==> src/rtl/vcg_pkg.sv <==
package vcg_pkg;
  // register byte offsets on the serial control port
  localparam logic [7:0] ADDR_CLAMP_DELAY = 8'h05;
  localparam logic [7:0] ADDR_CLAMP_LENGTH = 8'h06;
  localparam logic [7:0] ADDR_RED_FULL_SCALE = 8'h08;
  localparam logic [7:0] ADDR_GREEN_FULL_SCALE = 8'h09;
  localparam logic [7:0] ADDR_BLUE_FULL_SCALE = 8'h0a;
  localparam logic [7:0] ADDR_RED_LEVEL_SHIFT = 8'h0b;
  localparam logic [7:0] ADDR_GREEN_LEVEL_SHIFT = 8'h0c;
  localparam logic [7:0] ADDR_BLUE_LEVEL_SHIFT = 8'h0d;
  localparam logic [7:0] ADDR_CLAMP_CTRL = 8'h0f;
  localparam logic [7:0] ADDR_CLAMP_SEL = 8'h10;
  // field positions
  localparam int CLAMP_POL_BIT = 6;
  localparam int CLAMP_SRC_BIT = 7;
  localparam int RED_MID_BIT = 1;
  localparam int BLUE_MID_BIT = 2;
  localparam int SOG_THR_LSB = 3;
  localparam int SOG_THR_W = 5;
  // reset values
  localparam logic [7:0] CLAMP_DELAY_RST = 8'h08;
  localparam logic [7:0] CLAMP_LENGTH_RST = 8'h14;
  localparam logic [7:0] FULL_SCALE_RST = 8'h80;
  localparam logic [6:0] LEVEL_SHIFT_RST = 7'h40;
  localparam logic [7:0] CLAMP_CTRL_RST = 8'h00;
  localparam logic [7:0] CLAMP_SEL_RST = 8'h78;
  // clamp target codes
  localparam logic [7:0] CODE_GROUND = 8'h00;
  localparam logic [7:0] CODE_MIDSCALE = 8'h80;
  typedef enum logic [1:0] {ST_IDLE, ST_DELAY, ST_CLAMP} vcg_state_e;
endpackage : vcg_pkg

==> src/rtl/vcg_offset_loop.sv <==
`timescale 1ns/1ps
// per-channel black-level servo: nudges a correction while clamping
module vcg_offset_loop (
  input wire logic clock, // pixel clock
  input wire logic srst, // sync reset
  input wire logic clamp_active, // clamp window
  input wire logic [7:0] target_code, // code black should convert to
  input wire logic [7:0] sample_code, // digitizer output
  output logic [7:0] correction // held correction, midpoint 0x80
);
  // step one code per clamp cycle; value is held between windows
  always_ff @(posedge clock)
  begin
    if (srst)
      correction <= vcg_pkg::CODE_MIDSCALE;
    else if (clamp_active && sample_code > target_code && correction != 8'h00)
      correction <= correction - 8'h01;
    else if (clamp_active && sample_code < target_code && correction != 8'hff)
      correction <= correction + 8'h01;
  end
endmodule : vcg_offset_loop

==> src/rtl/vcg_clamp_ctrl.sv <==
`timescale 1ns/1ps
// Notes on behaviour
// - source bit one selects external clamp pin
// - external clamp polarity from 0x0F bit 6
// - wait delay pixels after sync trailing edge
// - clamp stays active for length pixels
// - delay and length are full 8-bit
// - ground clamp drives black to 0x00, held
// - red, blue select midscale or ground
// - three 8-bit gains set full scale
// - three 7-bit offsets, plus/minus 63 steps
// - sync-on-green threshold field in 0x10
// - green embedded sync always active low
module vcg_clamp_ctrl (
  input wire logic clock, // pixel clock
  input wire logic srst, // sync reset
  input wire logic reg_wr, // register write strobe
  input wire logic reg_rd, // register read strobe
  input wire logic [7:0] reg_addr, // register address
  input wire logic [7:0] reg_wdata, // write data
  output logic [7:0] reg_rdata, // read data
  input wire logic line_sync, // line sync, active high
  input wire logic green_embedded_sync_input, // sliced green sync, active low
  input wire logic ext_clamp, // external clamp pin
  input wire logic [23:0] sample_rgb, // digitizer codes b,g,r
  output logic clamp, // clamp window to front end
  output logic [2:0] clamp_mid, // per channel midscale clamp b,g,r
  output logic red_midlevel_reference_pin, // red midscale reference enable
  output logic blue_midlevel_reference_pin, // blue midscale reference enable
  output logic [23:0] full_scale, // gains b,g,r
  output logic [20:0] level_shift, // offsets b,g,r
  output logic [23:0] black_correction, // clamp servo values b,g,r
  output logic [4:0] sog_threshold, // slicer threshold code
  output logic line_sync_sel // effective sync, active high
);
  logic [7:0] clamp_delay_r;
  logic [7:0] clamp_length_r;
  logic [7:0] gain_r [3];
  logic [6:0] shift_r [3];
  logic [7:0] clamp_ctrl_r;
  logic [7:0] clamp_sel_r;
  logic sync_d_r;
  logic [7:0] cnt_r;
  vcg_pkg::vcg_state_e state_r;
  logic int_clamp;
  logic ext_active;
  logic sync_trail;
  logic [7:0] tgt [3];

  // register writes; level shifts held at 7 bits, all other fields at full width
  always_ff @(posedge clock)
  begin
    if (srst)
    begin
      clamp_delay_r <= vcg_pkg::CLAMP_DELAY_RST;
      clamp_length_r <= vcg_pkg::CLAMP_LENGTH_RST;
      clamp_ctrl_r <= vcg_pkg::CLAMP_CTRL_RST;
      clamp_sel_r <= vcg_pkg::CLAMP_SEL_RST;
      for (int i = 0; i < 3; i++)
      begin
        gain_r[i] <= vcg_pkg::FULL_SCALE_RST;
        shift_r[i] <= vcg_pkg::LEVEL_SHIFT_RST;
      end
    end
    else if (reg_wr)
    begin
      case (reg_addr)
        vcg_pkg::ADDR_CLAMP_DELAY: clamp_delay_r <= reg_wdata;
        vcg_pkg::ADDR_CLAMP_LENGTH: clamp_length_r <= reg_wdata;
        vcg_pkg::ADDR_RED_FULL_SCALE: gain_r[0] <= reg_wdata;
        vcg_pkg::ADDR_GREEN_FULL_SCALE: gain_r[1] <= reg_wdata;
        vcg_pkg::ADDR_BLUE_FULL_SCALE: gain_r[2] <= reg_wdata;
        vcg_pkg::ADDR_RED_LEVEL_SHIFT: shift_r[0] <= reg_wdata[6:0];
        vcg_pkg::ADDR_GREEN_LEVEL_SHIFT: shift_r[1] <= reg_wdata[6:0];
        vcg_pkg::ADDR_BLUE_LEVEL_SHIFT: shift_r[2] <= reg_wdata[6:0];
        vcg_pkg::ADDR_CLAMP_CTRL: clamp_ctrl_r <= reg_wdata;
        vcg_pkg::ADDR_CLAMP_SEL: clamp_sel_r <= reg_wdata;
        default: ;
      endcase
    end
  end

  // registered read port; unmapped addresses read zero
  always_ff @(posedge clock)
  begin
    if (srst)
      reg_rdata <= 8'h00;
    else if (reg_rd)
    begin
      case (reg_addr)
        vcg_pkg::ADDR_CLAMP_DELAY: reg_rdata <= clamp_delay_r;
        vcg_pkg::ADDR_CLAMP_LENGTH: reg_rdata <= clamp_length_r;
        vcg_pkg::ADDR_RED_FULL_SCALE: reg_rdata <= gain_r[0];
        vcg_pkg::ADDR_GREEN_FULL_SCALE: reg_rdata <= gain_r[1];
        vcg_pkg::ADDR_BLUE_FULL_SCALE: reg_rdata <= gain_r[2];
        vcg_pkg::ADDR_RED_LEVEL_SHIFT: reg_rdata <= {1'b0, shift_r[0]};
        vcg_pkg::ADDR_GREEN_LEVEL_SHIFT: reg_rdata <= {1'b0, shift_r[1]};
        vcg_pkg::ADDR_BLUE_LEVEL_SHIFT: reg_rdata <= {1'b0, shift_r[2]};
        vcg_pkg::ADDR_CLAMP_CTRL: reg_rdata <= clamp_ctrl_r;
        vcg_pkg::ADDR_CLAMP_SEL: reg_rdata <= clamp_sel_r;
        default: reg_rdata <= 8'h00;
      endcase
    end
  end

  // green sync has no polarity option: low means sync
  assign line_sync_sel = line_sync | ~green_embedded_sync_input;

  // trailing edge of line sync
  always_ff @(posedge clock)
  begin
    if (srst)
      sync_d_r <= 1'b0;
    else
      sync_d_r <= line_sync_sel;
  end
  assign sync_trail = sync_d_r & ~line_sync_sel;

  // internal clamp timer; a fresh edge always restarts it so a short line
  // cannot leave a stale window running
  always_ff @(posedge clock)
  begin
    if (srst)
    begin
      state_r <= vcg_pkg::ST_IDLE;
      cnt_r <= 8'h00;
    end
    else if (sync_trail)
    begin
      cnt_r <= 8'h00;
      if (clamp_delay_r != 8'h00)
        state_r <= vcg_pkg::ST_DELAY;
      else if (clamp_length_r != 8'h00)
        state_r <= vcg_pkg::ST_CLAMP;
      else
        state_r <= vcg_pkg::ST_IDLE;
    end
    else
    begin
      case (state_r)
        vcg_pkg::ST_DELAY:
        begin
          if (cnt_r == clamp_delay_r - 8'h01)
          begin
            cnt_r <= 8'h00;
            state_r <= (clamp_length_r != 8'h00) ? vcg_pkg::ST_CLAMP : vcg_pkg::ST_IDLE;
          end
          else
            cnt_r <= cnt_r + 8'h01;
        end
        vcg_pkg::ST_CLAMP:
        begin
          if (cnt_r == clamp_length_r - 8'h01)
          begin
            cnt_r <= 8'h00;
            state_r <= vcg_pkg::ST_IDLE;
          end
          else
            cnt_r <= cnt_r + 8'h01;
        end
        vcg_pkg::ST_IDLE: cnt_r <= 8'h00;
        default: state_r <= vcg_pkg::ST_IDLE;
      endcase
    end
  end
  assign int_clamp = (state_r == vcg_pkg::ST_CLAMP);

  // external pin, active level chosen by polarity bit (1 = active high)
  assign ext_active = ext_clamp ~^ clamp_ctrl_r[vcg_pkg::CLAMP_POL_BIT];
  assign clamp = clamp_ctrl_r[vcg_pkg::CLAMP_SRC_BIT] ? ext_active : int_clamp;

  // clamp targets: green always ground, red and blue selectable
  assign clamp_mid = {clamp_sel_r[vcg_pkg::BLUE_MID_BIT], 1'b0,
                      clamp_sel_r[vcg_pkg::RED_MID_BIT]};
  assign red_midlevel_reference_pin = clamp_sel_r[vcg_pkg::RED_MID_BIT];
  assign blue_midlevel_reference_pin = clamp_sel_r[vcg_pkg::BLUE_MID_BIT];
  assign sog_threshold = clamp_sel_r[vcg_pkg::SOG_THR_LSB +: vcg_pkg::SOG_THR_W];

  // per-channel settings and servo
  generate
    for (genvar c = 0; c < 3; c++)
    begin : g_chan
      assign full_scale[8*c +: 8] = gain_r[c];
      assign level_shift[7*c +: 7] = shift_r[c];
      assign tgt[c] = clamp_mid[c] ? vcg_pkg::CODE_MIDSCALE : vcg_pkg::CODE_GROUND;
      vcg_offset_loop u_loop (
        .clock(clock),
        .srst(srst),
        .clamp_active(clamp),
        .target_code(tgt[c]),
        .sample_code(sample_rgb[8*c +: 8]),
        .correction(black_correction[8*c +: 8])
      );
    end
  endgenerate
endmodule : vcg_clamp_ctrl

==> config.mk <==
export PLATFORM = sky130hd
export DESIGN_NAME = vcg_clamp_ctrl
export DESIGN_NICKNAME = d
export VERILOG_FILES = /design/src/rtl/vcg_pkg.sv /design/src/rtl/vcg_offset_loop.sv /design/src/rtl/vcg_clamp_ctrl.sv
export SDC_FILE = /design/constraint.sdc
export NUM_CORES = 1
export LEC_CHECK = 0
export ABC_AREA = 1
export BUFFER_PORTS_ARGS = -buffer_cell sky130_fd_sc_hd__buf_2
export CAP_MARGIN = 5
export CORE_ASPECT_RATIO = 0.7
export CORE_MARGIN = 2
export CORE_UTILIZATION = 45
export DETAILED_ROUTE_END_ITERATION = 10
export GPL_TIMING_DRIVEN = 0
export PLACE_DENSITY = 0.7
export SLEW_MARGIN = 20
export SYNTH_ARGS = -nofsm -noshare
export SYNTH_HDL_FRONTEND = slang
export SYNTH_SLANG_ARGS = --single-unit
==> constraint.sdc <==
create_clock -name clock -period 2.3 [get_ports clock]
set_input_delay 0.115 -clock clock [delete_from_list [all_inputs] [get_ports clock]]
set_output_delay 0.115 -clock clock [all_outputs]
set_load 0.02 [all_outputs]
==> impl_metrics.json <==
{
  "synthesis.instances": 847,
  "hold-path-endpoint": "clamp_ctrl_r[0]",
  "synth.ff_latch_count": 120,
  "tightestPinTransition_ns": 0.752,
  "crit_path_cell_trace": "ha_4, inv_1, nor4_2, a21oi_1, nand3_2, inv_6, ha_4, a21oi_2, o21ai_2, a21oi_1, nor2_1, nor2_1, xor2_1, a21oi_1",
  "antenna_cells_inserted": 0,
  "worstPathRequired_ns": 2.60,
  "clk_latency_ns": 0.42,
  "number_of_antenna_violations_at_the_first_check_in_global_routing": 0,
  "status": "complete, but fails checks",
  "number_of_global_route_vias_before_repair": 5861,
  "fin_worst_skew_ns": 0.0125,
  "critical_path.slowest_cell": "dfxtp_4",
  "cts_tree": "yes",
  "data_arrival_critical_path_ns": 2.62,
  "timing.max_slew.rel_slack": 0.496,
  "drt-initial-drc-count": 583,
  "startpoint_of_the_most_critical_hold_path": "reg_wdata[0]",
  "min_path_cells": 3,
  "grt_max_degree": 17,
  "clock_tree_buf_depth": 2,
  "syn-num-nets": 917,
  "area_delta_synth_final_pct": 28.7,
  "max-vdd-ir-drop_mv": 0.595,
  "grtUsageTotal": 0.253,
  "floorplan.rows": 36,
  "grt_overflow_total": 0,
  "tns_ns": -0.0340,
  "reg2reg_depth": 14,
  "layoutNonFillerInstCount": 1217,
  "post_drt_wl_per_cell_um": 16.3,
  "synth-seq-area-share": 0.432,
  "io_buffers": 132,
  "yosys_warnings": 0,
  "cts_htree_levels": 4,
  "layout_min_cycle_time_ns": 2.32,
  "finalSetupViolations": 2,
  "maxSlewViolCount": 0,
  "hold_viol": 0,
  "via_count": 6484,
  "n_fill_cell": 1255,
  "critPathKind": "register to register",
  "netlist.top_cell.by_area": "dfxtp_1",
  "dieHeight_um": 105,
  "total_design_power_w": 0.00573,
  "die-area_um2": 15700,
  "syn_area_per_cell_um2": 7.79,
  "worst_r2r_startpoint": "clamp_sel_r[2]",
  "die_width_um": 149,
  "violated_checks": "negative setup slack",
  "clock-root-buffer": "clkbuf_16",
  "path_common_cell": "a21oi_1",
  "detailed_place.area_um2": 7600,
  "place.gp.congestion": 0.949,
  "min_period_over_period": 1.01,
  "post_route_cells_drive_above_1_share": 0.271,
  "regToRegSetupSlack_ns": -0.02,
  "place_hpwl_mm": 14.5,
  "mostFrequentLayoutCell": "nand2_1",
  "iteration_count_of_the_initial_detailed_routing_pass": 5,
  "post_synth_num_cell_types": 45,
  "post_synth_main_area_contributors": "dfxtp_1 (23%), edfxtp_1 (20%), nand2_1 (10%)",
  "multiInputGateArea_um2": 3480,
  "cts-buffers-inserted": 17,
  "place.detailed.instances": 1169,
  "synth.cell_area_um2": 6600,
  "cpPeakStageDelay_ns": 0.36,
  "placeableCoreArea_um2": 14100,
  "clkTransAtPathRegs_ns": 0.06,
  "timing.critical_path.fanout_max": 6,
  "top_level_ports": 136,
  "postLayoutSetupSlackWorst_ns": -0.0218,
  "setup.worst_path.end_class": "register",
  "vias_per_cell": 5.33,
  "routed_wl_mm": 19.8,
  "nets": 1084,
  "final_area_um2": 8490,
  "cts_num_sinks": 120,
  "final-seq-area_um2": 2860,
  "rr_endpoint": "g_chan[2].u_loop.correction[6]",
  "postRouteAntennaNets": 0,
  "cp-start-kind": "register",
  "maxClockFrequency_ghz": 0.431,
  "initial_core_util": 0.468,
  "worstHoldPathType": "primary input to register",
  "finish.utilization": 0.602,
  "rsz_0062_raised_after_global_routing": "yes",
  "drcViolationCount": 0,
  "grt_first_pass_wirelength_mm": 30.8,
  "p_leak_nw": 3.73,
  "layout.cells.most_common_list": "nand2_1 (181), buf_2 (139), nor2_1 (86)",
  "max_cap_viol_count": 0,
  "synth_top_area_share": 0.228,
  "power_per_cell_area_nw_per_um2": 674
}
## metal layers
metal | up-vias | track usage | routed length [um]
met5 | - | 0 | 0
met4 | 0 | 0.0701 | 310
met3 | 36 | 0.0745 | 2190
met2 | 307 | 0.347 | 8140
met1 | 2979 | 0.382 | 9190
li1 | 3162 | - | -
## synth_stat cells, drive strengths merged
library cell,number
conb,1
nor3,7
o211ai,10
o31ai,3
nor2,101
xor2,20
nor4,8
and3,1
clkbuf,8
nor3b,2
nand3b,2
xnor2,10
nand4,21
or2,6
o21ai,56
ha,21
o22ai,8
inv,93
clkinv,1
nand2,189
fa,2
a21oi,70
edfxtp,45
nand3,65
dfxtp,75
o221ai,1
nor2b,1
buf,20
## sequential cells by signal (all words and copies together) (netlist names)
| register | count |
|---|---|
| reg_rdata | 8 |
| clamp_length_r | 8 |
| state_r | 2 |
| sync_d_r | 1 |
| g_chan.u_loop.correction | 24 |
| cnt_r | 8 |
| clamp_delay_r | 8 |
| shift_r | 21 |
| clamp_ctrl_r | 8 |
| gain_r | 24 |
| clamp_sel_r | 8 |
## power breakdown
part	switching (W)	total, W	internal [W]
clock network	0.00103	0.00258	0.00156
registers	0.0000898	0.00238	0.00229
logic	0.000488	0.000768	0.000280
## critical path: cells and delay by family, from the launching register on
| family | cells | cell delay (ns) |
|---|---|---|
| AOI/OAI and AO/OA | 5 | 0.56 |
| xor gates and xnor gates | 1 | 0.16 |
| adders and majority gates | 2 | 0.52 |
| buffers and inverters | 2 | 0.12 |
| DFF | 1 | 0.36 |
| and+or+nand+nor | 4 | 0.50 |
## logic make-up after synthesis
kind of cell               after synthesis  synth area share
xor gates and xnor gates                30            0.0398
AOI/OAI and AO/OA                      148             0.124
adders and majority gates               23            0.0459
other                                    1          0.000568
buffers and inverters                  122            0.0789
and+or+nand+nor                        403             0.279
DFF                                    120             0.432
## area by class of cell
class | instances | area share
inverter | 94 | 0.0426
buffer | 28 | 0.0196
timing repair buffer | 148 | 0.0950
sequential | 120 | 0.337
clock inverter | 13 | 0.0141
multi-input combinational | 605 | 0.410
clock buffer | 19 | 0.0535
tap | 190 | 0.0280
## timing repair
action | CTS | global route
hold endpoints to repair | 3 | 0
resized for setup | 21 | 17
hold buffers | 4 | 0
buffers inserted | 11 | 1
pin swaps | 20 | 10
endpoints found under the setup margin | 7 | 12
## worst max path at each step
stage	from	end	slack [ns]	depth (start not counted)
5_1_grt	clamp_sel_r[2]	g_chan[2].u_loop.correction[6]	-0.20	14
3_3_place_gp	clamp_sel_r[1]	g_chan[0].u_loop.correction[7]	-0.24	14
3_5_place_dp	clamp_sel_r[1]	g_chan[0].u_loop.correction[7]	-0.29	14
2_1_floorplan	clamp_sel_r[2]	g_chan[2].u_loop.correction[7]	0.006	13
6_report	clamp_sel_r[2]	g_chan[2].u_loop.correction[6]	-0.02	14
4_1_cts	clamp_sel_r[1]	g_chan[0].u_loop.correction[7]	0.005	15
## metrics by stage
stage               worst slack [ns]  hold WS (ns)
global placement              -0.241         0.336
floorplan                    0.00607         0.211
detailed placement            -0.289         0.336
finish                       -0.0218        0.0135
CTS                          0.00540       0.00416
global route                  -0.202       0.00832
(Power assumes the default switching activity.)
